## src/rtl/mic_pkg.sv

```systemverilog
// package: constants and types for the measurement initiation controller
package mic_pkg;
    localparam logic [15:0] MIC_ERR_NONE = 16'h0000;
    // error codes as twos complement of -213 and -210
    localparam logic [15:0] MIC_ERR_INIT_IGNORED = 16'hFF2B;
    localparam logic [15:0] MIC_ERR_TRIGGER = 16'hFF2E;
    localparam logic [7:0] MIC_ASCII_ZERO = 8'h30;
    localparam logic [7:0] MIC_ASCII_ONE = 8'h31;
    localparam int MIC_OPSTAT_STATS_BIT = 8;
    localparam int MIC_COUNT_W = 16;
    localparam logic [15:0] MIC_COUNT_ZERO = 16'h0000;
    localparam logic [15:0] MIC_ONE_MEAS = 16'h0001;

    // trigger-action choices for the group execute trigger
    typedef enum logic [1:0] {
        MIC_ACT_NONE,
        MIC_ACT_SINGLE,
        MIC_ACT_CONT_ON,
        MIC_ACT_ABORT
    } mic_act_t;

    // boolean settings that can be queried
    typedef enum logic [2:0] {
        MIC_Q_CONT,
        MIC_Q_STOP_ON_FAIL,
        MIC_Q_AUTO_BLOCK,
        MIC_Q_STATS,
        MIC_Q_LIMIT_TEST,
        MIC_Q_LIMIT_CLR,
        MIC_Q_AUTO_LEVEL,
        MIC_Q_BUSY
    } mic_query_t;

    typedef enum logic [1:0] {
        MIC_IDLE,
        MIC_SINGLE,
        MIC_BLOCK,
        MIC_CONT
    } mic_state_t;
endpackage

```

## src/rtl/mic_ctrl.sv

```systemverilog
// measurement initiation controller: start, stop, block and continuous runs
// Contract
// - trigger performs the previously defined trigger action
// - limit failure clears continuous run when enabled
// - stop-on-fail only with limit test and continuous
// - command reset clears both; power-up sets continuous
// - no start while idle without single initiate or continuous on
// - continuous start, then restart on each done
// - continuous start clears statistics and stats bit
// - auto clear wipes limit results on initiate
// - auto trigger channel one on each start except block repeats and the power-up start
// - continuous run ignores block count, one each
// - continuous pending flag set, cleared on end
// - abort in continuous restarts while still enabled
// - mode change during single raises error codes
// - block only with block count, stats, non-peaks
// - block initiate clears statistics first
// - initiate while busy or continuous is error
// - single initiate pending flag, cleared on end
// - initiate is overlapped, commands still accepted
// - boolean query returns ascii zero or one
`timescale 1ns/100ps
module mic_ctrl
    import mic_pkg::*;
#(
    parameter int BLOCK_W = 16
) (
    input wire logic clk,
    input wire logic sys_rst,
    input wire logic cmd_rst,
    input wire logic get_pulse,
    input wire logic listen_addressed,
    input wire logic act_define,
    input wire mic_act_t act_value,
    input wire logic single_initiate,
    input wire logic cont_on_cmd,
    input wire logic cont_off_cmd,
    input wire logic stop_fail_wr,
    input wire logic stop_fail_val,
    input wire logic abort_cmd,
    input wire logic auto_block_count,
    input wire logic statistics_enable,
    input wire logic limit_test_enable,
    input wire logic limit_auto_clear,
    input wire logic auto_trigger_level,
    input wire logic chan1_measuring,
    input wire logic volt_peaks_func,
    input wire logic [BLOCK_W-1:0] block_size,
    input wire logic limit_fail_event,
    input wire logic meas_done,
    input wire logic query_strobe,
    input wire mic_query_t query_sel,
    output logic meas_start,
    output logic meas_abort,
    output logic auto_trig,
    output logic stats_clear,
    output logic limit_clear,
    output logic limit_indicator_off,
    output logic continuous_run,
    output logic stop_on_limit_fail,
    output logic pending_op,
    output logic busy,
    output logic computing_stats,
    output logic [15:0] err_code,
    output logic err_valid,
    output logic [7:0] query_char,
    output logic query_valid,
    output logic cmd_ready
);
    // ==========================================================
    // state
    mic_state_t state_reg, state_next;
    mic_act_t act_reg;
    logic cont_reg, cont_next;
    logic sof_reg, sof_next;
    logic [BLOCK_W-1:0] left_reg, left_next;
    logic pend_reg, pend_next;
    logic power_up_reg;
    // busy has its own flop so the pin never shows a state decode
    logic busy_reg;

    function automatic logic [7:0] mic_bool_char(input logic b);
        return b ? MIC_ASCII_ONE : MIC_ASCII_ZERO;
    endfunction

    // ==========================================================
    // decode
    wire get_act = get_pulse && listen_addressed;
    wire do_single = single_initiate || (get_act && act_reg == MIC_ACT_SINGLE);
    wire do_cont_on = cont_on_cmd || (get_act && act_reg == MIC_ACT_CONT_ON);
    wire do_abort = abort_cmd || (get_act && act_reg == MIC_ACT_ABORT);
    wire running = (state_reg != MIC_IDLE);
    wire in_single = (state_reg == MIC_SINGLE) || (state_reg == MIC_BLOCK);
    wire single_ok = do_single && !running && !cont_reg;
    wire single_bad = do_single && !single_ok;
    wire block_mode = auto_block_count && statistics_enable && !volt_peaks_func;
    wire cont_on_bad = do_cont_on && in_single;
    wire cont_off_bad = cont_off_cmd && in_single;
    wire cont_rise = do_cont_on && !cont_reg && !in_single;
    wire fail_stop = limit_fail_event && sof_reg && limit_test_enable && cont_reg;
    wire done_last = (state_reg == MIC_BLOCK) ? (left_reg <= BLOCK_W'(MIC_ONE_MEAS)) : 1'b1;
    wire cont_again = (state_reg == MIC_CONT) && cont_next && (meas_done || do_abort);
    // a block keeps the core going until its count is used up or an abort ends it
    wire block_again = (state_reg == MIC_BLOCK) && meas_done && !done_last && !do_abort;
    wire do_start = single_ok || cont_rise || cont_again || block_again;
    wire aux_trig = auto_trigger_level && chan1_measuring && (single_ok || cont_rise || cont_again);
    wire lim_clr = limit_auto_clear && (single_ok || cont_rise);
    wire st_clr = cont_rise || (single_ok && auto_block_count && statistics_enable);

    always_comb begin
        cont_next = cont_reg;
        if (cont_rise) begin
            cont_next = 1'b1;
        end else if (cont_off_cmd && !in_single) begin
            cont_next = 1'b0;
        end
        if (fail_stop) begin
            cont_next = 1'b0;
        end
        sof_next = stop_fail_wr ? stop_fail_val : sof_reg;
    end

    always_comb begin
        state_next = state_reg;
        left_next = left_reg;
        pend_next = pend_reg;
        unique case (state_reg)
            MIC_IDLE: begin
                if (single_ok && block_mode) begin
                    state_next = MIC_BLOCK;
                    left_next = block_size;
                    pend_next = 1'b1;
                end else if (single_ok) begin
                    state_next = MIC_SINGLE;
                    pend_next = 1'b1;
                end else if (cont_rise) begin
                    state_next = MIC_CONT;
                    pend_next = 1'b1;
                end
            end
            MIC_SINGLE, MIC_BLOCK: begin
                if (do_abort || (meas_done && done_last)) begin
                    state_next = MIC_IDLE;
                    pend_next = 1'b0;
                end else if (meas_done) begin
                    left_next = left_reg - BLOCK_W'(MIC_ONE_MEAS);
                end
            end
            MIC_CONT: begin
                // one measurement per cycle regardless of block setting
                if (do_abort) begin
                    pend_next = 1'b0;
                    if (!cont_next) begin
                        state_next = MIC_IDLE;
                    end
                end else if (meas_done && !cont_next) begin
                    state_next = MIC_IDLE;
                    pend_next = 1'b0;
                end
            end
        endcase
    end

    // ==========================================================
    // registers
    always_ff @(posedge clk or posedge sys_rst) begin
        if (sys_rst) begin
            power_up_reg <= 1'b1;
            state_reg <= MIC_IDLE;
            cont_reg <= 1'b0;
            sof_reg <= 1'b0;
            left_reg <= '0;
            pend_reg <= 1'b0;
            act_reg <= MIC_ACT_SINGLE;
            busy_reg <= 1'b0;
        end else if (power_up_reg) begin
            // continuous run from power-on, starting the first measurement
            power_up_reg <= 1'b0;
            busy_reg <= 1'b1;
            cont_reg <= 1'b1;
            state_reg <= MIC_CONT;
            pend_reg <= 1'b1;
        end else if (cmd_rst) begin
            cont_reg <= 1'b0;
            sof_reg <= 1'b0;
            state_reg <= MIC_IDLE;
            pend_reg <= 1'b0;
            busy_reg <= 1'b0;
        end else begin
            state_reg <= state_next;
            busy_reg <= (state_next != MIC_IDLE);
            cont_reg <= cont_next;
            sof_reg <= sof_next;
            left_reg <= left_next;
            pend_reg <= pend_next;
            if (act_define) begin
                act_reg <= act_value;
            end
        end
    end

    wire pu_start = power_up_reg;
    wire [15:0] err_sel = (single_bad || cont_on_bad) ? MIC_ERR_INIT_IGNORED :
                          cont_off_bad ? MIC_ERR_TRIGGER : MIC_ERR_NONE;
    logic [7:0] q_char;
    always_comb begin
        unique case (query_sel)
            MIC_Q_CONT: q_char = mic_bool_char(cont_reg);
            MIC_Q_STOP_ON_FAIL: q_char = mic_bool_char(sof_reg);
            MIC_Q_AUTO_BLOCK: q_char = mic_bool_char(auto_block_count);
            MIC_Q_STATS: q_char = mic_bool_char(statistics_enable);
            MIC_Q_LIMIT_TEST: q_char = mic_bool_char(limit_test_enable);
            MIC_Q_LIMIT_CLR: q_char = mic_bool_char(limit_auto_clear);
            MIC_Q_AUTO_LEVEL: q_char = mic_bool_char(auto_trigger_level);
            MIC_Q_BUSY: q_char = mic_bool_char(running);
        endcase
    end

    always_ff @(posedge clk or posedge sys_rst) begin
        if (sys_rst) begin
            meas_start <= 1'b0;
            meas_abort <= 1'b0;
            auto_trig <= 1'b0;
            stats_clear <= 1'b0;
            limit_clear <= 1'b0;
            limit_indicator_off <= 1'b0;
            computing_stats <= 1'b0;
            err_code <= MIC_ERR_NONE;
            err_valid <= 1'b0;
            query_char <= MIC_ASCII_ZERO;
            query_valid <= 1'b0;
            cmd_ready <= 1'b0;
        end else begin
            meas_start <= pu_start || (!power_up_reg && !cmd_rst && do_start);
            meas_abort <= !power_up_reg && do_abort && running;
            auto_trig <= !power_up_reg && !cmd_rst && aux_trig;
            stats_clear <= pu_start || (!cmd_rst && st_clr);
            limit_clear <= !cmd_rst && lim_clr;
            limit_indicator_off <= !cmd_rst && lim_clr;
            if (st_clr || pu_start) begin
                computing_stats <= 1'b0;
            end else if (statistics_enable && running) begin
                computing_stats <= 1'b1;
            end
            err_code <= err_sel;
            err_valid <= (err_sel != MIC_ERR_NONE);
            query_char <= q_char;
            query_valid <= query_strobe;
            cmd_ready <= 1'b1;
        end
    end

    assign continuous_run = cont_reg;
    assign stop_on_limit_fail = sof_reg;
    assign pending_op = pend_reg;
    assign busy = busy_reg;

    // ==========================================================
    // checks
    cont_start_a: assert property (@(posedge clk) disable iff (sys_rst)
        (cont_rise && !cmd_rst && !power_up_reg) |=> meas_start && pend_reg) else $error("no start on cont");
    fail_stop_a: assert property (@(posedge clk) disable iff (sys_rst)
        (fail_stop && !cmd_rst && !power_up_reg) |=> !cont_reg) else $error("fail did not stop");
    fail_keep_a: assert property (@(posedge clk) disable iff (sys_rst)
        (limit_fail_event && (!sof_reg || !limit_test_enable) && !do_cont_on && !cont_off_cmd && !cmd_rst
        && !power_up_reg) |=> cont_reg == $past(cont_reg)) else $error("fail changed cont");
    busy_init_a: assert property (@(posedge clk) disable iff (sys_rst)
        (single_initiate && (running || cont_reg)) |=> err_valid && err_code == MIC_ERR_INIT_IGNORED)
        else $error("missing -213");
    cont_err_a: assert property (@(posedge clk) disable iff (sys_rst)
        (cont_off_cmd && in_single && !do_single && !do_cont_on) |=> err_code == MIC_ERR_TRIGGER)
        else $error("missing -210");
    idle_quiet_a: assert property (@(posedge clk) disable iff (sys_rst)
        (state_reg == MIC_IDLE && !cont_reg && !do_single && !do_cont_on && !power_up_reg) |=> !meas_start)
        else $error("start while idle");
    cmd_reset_a: assert property (@(posedge clk) disable iff (sys_rst)
        (cmd_rst && !power_up_reg) |=> !cont_reg && !sof_reg && !pend_reg) else $error("cmd reset");
    single_pend_a: assert property (@(posedge clk) disable iff (sys_rst)
        (single_ok && !cmd_rst && !power_up_reg) |=> pend_reg ##0 meas_start) else $error("pending");
    query_char_a: assert property (@(posedge clk) disable iff (sys_rst)
        query_strobe |=> query_valid && (query_char == MIC_ASCII_ZERO || query_char == MIC_ASCII_ONE))
        else $error("bad query char");
    start_pulse_a: assert property (@(posedge clk) disable iff (sys_rst)
        (meas_start && state_reg != MIC_CONT) |=> !meas_start) else $error("long start");
    abort_cont_a: assert property (@(posedge clk) disable iff (sys_rst)
        (state_reg == MIC_CONT && do_abort && cont_next && !cmd_rst) |=> meas_abort && meas_start && !pend_reg)
        else $error("abort did not restart");
    cont_restart_a: assert property (@(posedge clk) disable iff (sys_rst)
        (state_reg == MIC_CONT && meas_done && cont_next && !do_abort && !cmd_rst) |=> meas_start
        && state_reg == MIC_CONT) else $error("no restart on done");
    cont_end_a: assert property (@(posedge clk) disable iff (sys_rst)
        (state_reg == MIC_CONT && meas_done && !cont_next && !do_abort && !cmd_rst) |=> !pend_reg && !busy)
        else $error("last done left pending");
    stats_clear_a: assert property (@(posedge clk) disable iff (sys_rst)
        (cont_rise && !cmd_rst && !power_up_reg) |=> stats_clear && !computing_stats) else $error("stats kept");
    limit_clear_a: assert property (@(posedge clk) disable iff (sys_rst)
        (limit_auto_clear && (single_ok || cont_rise) && !cmd_rst && !power_up_reg) |=> limit_clear
        && limit_indicator_off) else $error("limit results kept");
    auto_trig_a: assert property (@(posedge clk) disable iff (sys_rst)
        (auto_trigger_level && chan1_measuring && (single_ok || cont_rise) && !cmd_rst && !power_up_reg)
        |=> auto_trig) else $error("no auto trigger");
    block_next_a: assert property (@(posedge clk) disable iff (sys_rst)
        (block_again && !cmd_rst) |=> meas_start && busy) else $error("block stalled");
    single_end_a: assert property (@(posedge clk) disable iff (sys_rst)
        (in_single && (do_abort || (meas_done && done_last)) && !cmd_rst) |=> !pend_reg && !busy)
        else $error("single left pending");
    cover_block_c: cover property (@(posedge clk) disable iff (sys_rst) state_reg == MIC_BLOCK ##1 state_reg == MIC_IDLE);
    cover_get_c: cover property (@(posedge clk) disable iff (sys_rst) get_act && act_reg == MIC_ACT_CONT_ON);
    cover_cont_c: cover property (@(posedge clk) disable iff (sys_rst) cont_rise ##[1:20] meas_done);
    cover_abort_c: cover property (@(posedge clk) disable iff (sys_rst) state_reg == MIC_CONT && do_abort && cont_reg);
endmodule

```

## config.mk

```make
export PLATFORM = sky130hd
export DESIGN_NAME = mic_ctrl
export DESIGN_NICKNAME = d
export VERILOG_FILES = /design/src/rtl/mic_pkg.sv /design/src/rtl/mic_ctrl.sv
export SDC_FILE = /design/constraint.sdc
export NUM_CORES = 1
export LEC_CHECK = 0
export ABC_AREA = 1
export ABC_CLOCK_PERIOD_IN_PS = 3000
export BUFFER_PORTS_ARGS = -buffer_cell sky130_fd_sc_hd__buf_4
export CORE_MARGIN = 4
export CORE_UTILIZATION = 25
export CTS_CLUSTER_DIAMETER = 100
export DETAILED_ROUTE_END_ITERATION = 6
export SLEW_MARGIN = 20
export SYNTH_ARGS = -nofsm -noshare
export SYNTH_HDL_FRONTEND = slang
export SYNTH_SLANG_ARGS = --single-unit
```

## constraint.sdc

```tcl
create_clock -name clk -period 3 [get_ports clk]
set_input_delay 0 -clock clk [delete_from_list [all_inputs] [get_ports clk]]
set_output_delay 0 -clock clk [all_outputs]
set_load 0.05 [all_outputs]
```

==> summary.txt, run 1 <==
Power and ir drop
  • Combinational Power Share: 0.483
  • Net Sw Power: 0.00104 W
  • Switching Share: 0.453
  • Maximum VDD drop: 271 µV
  • Pleak: 1.65 nW
  • Pint: between 0.001 and 0.0015 W
  • Final Total Pwr: 0.00229 W
  • Sequential share of power: 0.346
  • PwrDens: 714 nW/µm²
  • Clock Power Share: 0.171

Flow run
  • Max-Cap Viols: 0

Place
  • Post-DP HPWL: 5.00 mm
  • Dpl cell area: just under 3000 µm²
  • Gp weighted congestion: just under 0.9
  • # port buffers: 70

Floorplan
  • FP Rows: 35
  • Area of the core: approximately 9400 µm²
  • Die ar.: 11400 µm²
  • Ports: between 80 and 90
  • DIE HEIGHT: 107 µm
  • Initial Utilization: 0.261
  • Die Wd: 107 µm

Detailed routing
  • Detailed Route WL: 6.46 mm
  • Vias/cell: between 4 and 5
  • Avg WL per Cell: 12.2 µm
  • DRT iter0 DRCs: around 110
  • DRC: 0
  • Total number of vias: roughly 2300
  • Antenna-violating nets left: 0
  • Pre-Repair DR Iteration Count: 4

Clock tree
  • Setup Fix Bufs, Post-CTS: 0
  • H-tree Lvls: 2
  • TritonCTS buffer count: 5
  • # hold bufs at CTS: 13
  • Clock Tree Root: clkbuf_8
  • Clock Tree Buf Depth: 2
  • CTS tree: built
  • CTS resizes: 0
  • Clk Latency, worst-skew pair: 290 ps
  • CTS Sinks: 37
  • Worst-path clk slew: 80 ps

Cells and area
  • Ratio of cells with drive above 1 in the final layout: 0.276
  • Max reg flops: 16
  • N_diodes: 0
  • Fill count: 993
  • Final core utilization: 0.342
  • Post-layout nets: 449
  • Area grow syn2layout: 31.1%
  • Final Cell Area: approximately 3200 µm²

Critical path
  • Crit Path Class: flip-flop to flip-flop
  • Worst EP required: about 3200 ps
  • Crit path arrival time: 2250 ps
  • Worst-path maximum fanout: 8
  • Worst setup SP type: flip-flop
  • CP endpoint kind: flip-flop

Timing
  • Rel. slew slack: 0.356
  • Final hold vios: 0
  • Final slew viol count: 0
  • Setup TNS after final layout: 0 ps
  • Worst Clk Skew: 6.62 ps
  • RSZ-0062 raised after global routing: false
  • Hold WS: 4.32 ps
  • Fmax: 493 MHz
  • Slew @ Worst Pin: 964 ps
  • Crit share post-route: 0.676
  • # setup viols final: 0
  • Minimum clock period: 2030 ps

Yosys
  • Largest family of logic cells by synthesized area: simple AND/OR/NAND/NOR gates
  • Ranking of synthesized cells by area: dfrtp_1, nand2_1, buf_4
  • Synth Area in Compound Gates: 0.117
  • Post-synthesis sequential element count: 37
  • Synth Area in Adders: 0.0256
  • Post-synthesis mux area share: 0.0128
  • Post-Synth Simple-Gate Area: 0.306
  • Number of synthesized flops with an enable pin: 0
  • Post-Synth XOR/XNOR Area: 0.0179
  • Post-synth top area cell: dfrtp_1
  • Main flop type after synthesis: dfrtp_1
  • Ys Warns: 0
  • Synth Instances: 327
  • Yosys cell types: 43
  • Syn avg cell area: 7.47 µm²
  • Sequential share of the synthesized area: 0.380
  • Mapped Area: roughly 2400 µm²
  • Post-synth top area share: 0.358
  • Post-synth ARST share: 1.00

Global routing
  • GR Util All Layers: 0.119
  • Vias in the first global route: ~2300
  • Initial antenna violation count: 0
  • Global-route wire length before repair: 10.9 mm
  • Largest net degree at the start of global routing: 24
  • Global route overflow: 0

Outcome
  • Status: finished clean

Worst hold path
  • HP Class: input pin to flip-flop
-- final timing paths --
path / end / cells past startpoint / startpoint / slack (ps)
worst max-delay path: limit_indicator_off / 8 / state_reg[0] / 970
worst min-delay path: left_reg[0] / 3 / block_size[0] / 4
worst max register to register: limit_indicator_off / 8 / state_reg[0] / 970
worst min register to register: pending_op / 2 / pending_op / 490
max in group asynchronous: continuous_run / 4 / sys_rst / 1730
min in group asynchronous: query_valid / 3 / sys_rst / 490
-- area by class of cell --
type | count | area, µm² | area share
Multi-Input combinational cell | 240 | 1220 | 0.380
Clock inverter | 1 | 5.00 | 0.00156
Inverter | 32 | 125 | 0.0391
Sequential cell | 37 | 928 | 0.290
Tap cell | 129 | 161 | 0.0504
Timing Repair Buffer | 85 | 671 | 0.209
Clock buffer | 7 | 96.3 | 0.0301
-- through the flow --
step	setup WS [ps]	cells
floorplan	1380	337
global placement	1200	510
detailed placement	1150	510
CTS	982	531
global route	759	531
finish	972	531
-- cells in the final DEF, fill, tap and decap left out, types with 3 or more instances in the layout --
| master | synthesis | routed |
|---|---|---|
| inv_2 | 4 | 4 |
| a21oi_1 | 9 | 9 |
| or2_2 | 4 | 4 |
| nand2_1 | 100 | 100 |
| clkbuf_8 | 0 | 7 |
| nand4_1 | 4 | 4 |
| xnor2_1 | 3 | 3 |
| dlygate4sd3_1 | 0 | 13 |
| ha_1 | 5 | 5 |
| nand3_1 | 16 | 16 |
| o21ai_2 | 4 | 4 |
| buf_4 | 23 | 72 |
| inv_1 | 27 | 27 |
| nor3_1 | 4 | 4 |
| nor2_1 | 24 | 24 |
| nand2_2 | 4 | 4 |
| dfrtp_1 | 35 | 35 |
| nor2_2 | 5 | 5 |
| o21ai_1 | 4 | 4 |
| conb_1 | 2 | 12 |
| o21ai_0 | 19 | 19 |
-- synthesized netlist by cell type (all sizes together), types with 2 or more instances --
master	instances
nand3	17
inv	32
a31oi	2
dfstp	2
a32o	2
ha	5
clkbuf	2
a21oi	9
nor3	4
xnor2	3
nor2	31
or2	4
nand2	105
dfrtp	35
nand4	4
mux2i	2
nor3b	2
xor2	2
o21ai	27
conb	2
a22oi	2
buf	26
o21bai	2
-- worst max-delay path, stage by stage (launching register included) --
cell	delay [ps]
dfrtp_1	380
inv_1	80
ha_1	410
nor2_1	140
nand2_1	100
nand2_1	110
inv_1	70
nor3_1	120
dlygate4sd3_1	560
-- cell families after synthesis --
| group | count (synthesis) |
|---|---|
| fa+ha+maj | 5 |
| simple gates | 169 |
| compound gates | 46 |
| mux | 3 |
| buf+inv | 60 |
| other cells | 2 |
| xor+xnor | 5 |
| flops | 37 |
-- layer usage --
layer | global-route usage | vias up | wire, µm
li1 | - | 1169 | -
met1 | 0.149 | 1038 | 2910
met2 | 0.199 | 60 | 3090
met3 | 0.0271 | 9 | 349
met4 | 0.0429 | 0 | 112
met5 | 0 | - | 0
-- power groups by stage --
stage | registers, W | clock network [W] | logic [W]
finish | 0.000792 | 0.000390 | 0.00110
global route | 0.000818 | 0.000425 | 0.00124
CTS | 0.000792 | 0.000404 | 0.00111
detailed placement | 0.000800 | 0 | 0.00110
global placement | 0.000794 | 0 | 0.00108
floorplan | 0.000846 | 0 | 0.000813
No activity file was read; power rests on OpenSTA's default activity.
==> inputs of run 2 (changes only) <==
--- a/config.mk
+++ b/config.mk
@@ -6,7 +6,7 @@
 export NUM_CORES = 1
 export LEC_CHECK = 0
 export ABC_AREA = 1
-export ABC_CLOCK_PERIOD_IN_PS = 3000
+export ABC_CLOCK_PERIOD_IN_PS = 1900
 export BUFFER_PORTS_ARGS = -buffer_cell sky130_fd_sc_hd__buf_4
 export CORE_MARGIN = 4
 export CORE_UTILIZATION = 25
==> constraint.sdc (replaced) <==
create_clock -name clk -period 1.9 [get_ports clk]
set_input_delay 0 -clock clk [delete_from_list [all_inputs] [get_ports clk]]
set_output_delay 0 -clock clk [all_outputs]
set_load 0.05 [all_outputs]
==> summary.txt, run 2 (same netlist as run 1, synthesis figures left out) <==
Critical path
  • Crit Path Class: flip-flop to flip-flop
  • Levels on crit path: 13 (+5)
  • CP endpoint kind: flip-flop
  • Worst-path maximum fanout: 6 (-2)
  • CP dominant cell by count: nand2_1
  • Max stage delay on crit path: 380 ps (-180 ps)
  • Worst setup SP type: flip-flop
  • Worst EP required: 2100 ps (-1130 ps)
  • Critical path, cell by cell: inv_1 -> ha_2 -> nor2_1 -> nand2_1 -> nand2_1 -> nand2_1 -> nand2_1 -> nand2_1 -> nand2_1 -> nand2_1 -> nand2_1 -> nand2_1 -> nand2_1
  • Slowest CP cell: dfrtp_1
  • Crit path arrival time: 1930 ps (-320 ps)
  • R2R depth: 13 (+5)
  • Worst path top cell family by delay: simple AND/OR/NAND/NOR gates
  • Number of buffers and inverters on the critical path: 1 (-2)

Detailed routing
  • Pre-Repair DR Iteration Count: 4 (unchanged)
  • Vias/cell: 4.30 (+0.25%)
  • Detailed Route WL: 6.43 mm (-0.45%)
  • DRC: 0 (unchanged)
  • DRT iter0 DRCs: 120 (+10%)
  • Antenna-violating nets left: 0 (unchanged)
  • Avg WL per Cell: 11.9 µm (-1.9%)
  • Total number of vias: 2316 (+1.8%)

Place
  • Dpl cell area: 2990 µm² (+0.51%)
  • # port buffers: 70 (unchanged)
  • Gp weighted congestion: 0.823 (-6.0%)
  • Post-DP HPWL: 4.92 mm (-1.6%)

Clock tree
  • Clock Tree Buf Depth: 2 (unchanged)
  • CTS Sinks: 37 (unchanged)
  • Clk Latency, worst-skew pair: 300 ps (about the same)
  • CTS tree: built
  • TritonCTS buffer count: 5 (unchanged)
  • Clock Tree Root: clkbuf_8
  • H-tree Lvls: 2 (unchanged)
  • Worst-path clk slew: 80 ps (about the same)

Cells and area
  • N_diodes: 0 (unchanged)
  • Commonest non-fill, non-tap cell in the layout: nand2_1
  • Post-layout nets: 457 (+1.8%)
  • Final Cell Area: 3310 µm² (+3.2%)
  • Final core utilization: 0.353 (+0.0109)
  • Most frequent cells in the layout: nand2_1, buf_4, dfrtp_1, inv_1, nor2_1
  • Max reg flops: 16 (unchanged)
  • Ratio of cells with drive above 1 in the final layout: 0.283 (+0.00681)
  • Area grow syn2layout: 35.3%
  • Fill count: 990 (-0.30%)

Power and ir drop
  • Combinational Power Share: 0.479 (-0.004)
  • Pint: 0.00207 W (+65%)
  • PwrDens: 1130 nW/µm² (+58%)
  • Net Sw Power: 0.00167 W (+61%)
  • Switching Share: 0.446 (-0.00661)
  • Maximum VDD drop: 516 µV (+90%)
  • Sequential share of power: 0.333 (-0.013)
  • Final Total Pwr: 0.00373 W (+63%)
  • Pleak: 1.68 nW (+1.8%)
  • Clock Power Share: 0.189 (+0.018)

Timing
  • Minimum clock period: 1730 ps (-296 ps)
  • Setup TNS after final layout: 0 ps (unchanged)
  • Final slew viol count: 0 (unchanged)
  • RSZ-0062 raised after global routing: false
  • Crit share post-route: 0.912 (+0.236)
  • Fmax: 577 MHz (+17%)
  • Worst Clk Skew: 7.15 ps (+0.530 ps)
  • Final hold vios: 0 (unchanged)
  • # setup viols final: 0 (unchanged)

Global routing
  • Initial antenna violation count: 0 (unchanged)
  • Vias in the first global route: 2257 (-3.7%)
  • GR Util All Layers: 0.114 (-0.00490)
  • Global-route wire length before repair: 10.5 mm (-4.0%)
  • Global route overflow: 0 (unchanged)
  • Largest net degree at the start of global routing: 38 (+58%)

Floorplan
  • DIE HEIGHT: 107 µm (unchanged)
  • Die Wd: 107 µm (unchanged)
  • FP Rows: 35 (unchanged)
  • Initial Utilization: 0.261 (unchanged)
  • Area of the core: 9370 µm² (unchanged)
  • Ports: 81 (unchanged)
  • Die ar.: 11400 µm² (unchanged)

Worst hold path
  • HP Class: input pin to flip-flop
  • WHS Path Cells: 5 (+2)

Outcome
  • Status: finished clean

Flow run
  • Max-Cap Viols: 0 (unchanged)
-- run 2: changes by cell type in the layout (fill, tap and decap cells not counted), sizes merged --
cell         before  now
buf              72   76
inv              32   31
clkinvlp          0    1
bufinv            0    1
dlygate4sd3      13   17
clkbuf            7    5
clkinv            1    2
-- run 2: per-layer routing --
layer  global-route usage  wire [µm]  vias to the layer above
met3               0.0235        394                        7
met2                0.195       3150                       67
met1                0.144       2810                     1066
met4               0.0356         82                        0
li1                     -          -                     1176
met5                    0          0                        -
-- run 2: metrics by stage --
stage | instances | hold slack [ps] | worst slack (ps)
final | 539 | 4.45 | 168
after floorplan | 337 | 31.4 | 276
after global placement | 512 | 109 | 189
after global routing | 539 | 6.93 | 0.211
after CTS | 537 | 0.496 | 59.9
after detailed placement | 512 | 115 | 92.0
-- run 2: timing repair --
action	4_1_cts	5_1_grt
endpoints found under the setup margin	0	14
setup buffers	0	2
resized for setup	0	5
hold buffers	17	0
endpoints found under the hold margin	49	0
-- run 2: worst min-delay path, stage by stage --
cell	delay (ps)
buf_4	80
nand2_1	40
nand2_1	60
nand2_1	50
o21ai_2	50
-- run 2: path summary, 6_finish.rpt --
kind                       slack [ps]      startpoint                   to
max                               170    state_reg[0]                 busy
min                                 4  block_size[15]         left_reg[15]
max reg2reg                       170    state_reg[0]                 busy
min reg2reg                       490      pending_op           pending_op
max in group asynchronous        1160         sys_rst  limit_indicator_off
min in group asynchronous         370         sys_rst            cmd_ready
-- run 2: cell type report --
type,instances,area [µm²],area share
Clock inverter,3,46.3,0.0140
Tap cell,129,161,0.0488
Sequential cell,37,928,0.281
Timing Repair Buffer,93,741,0.224
Multi-Input combinational cell,240,1230,0.371
Inverter,32,133,0.0401
Clock buffer,5,68.8,0.0208
-- run 2: power by group through the flow --
stage,clock (W),combinational (W),sequential [W]
floorplan,0,0.00128,0.00134
global placement,0,0.00172,0.00125
detailed placement,0,0.00174,0.00126
CTS,0.000735,0.00178,0.00125
global route,0.000757,0.00198,0.00128
finish,0.000704,0.00179,0.00124
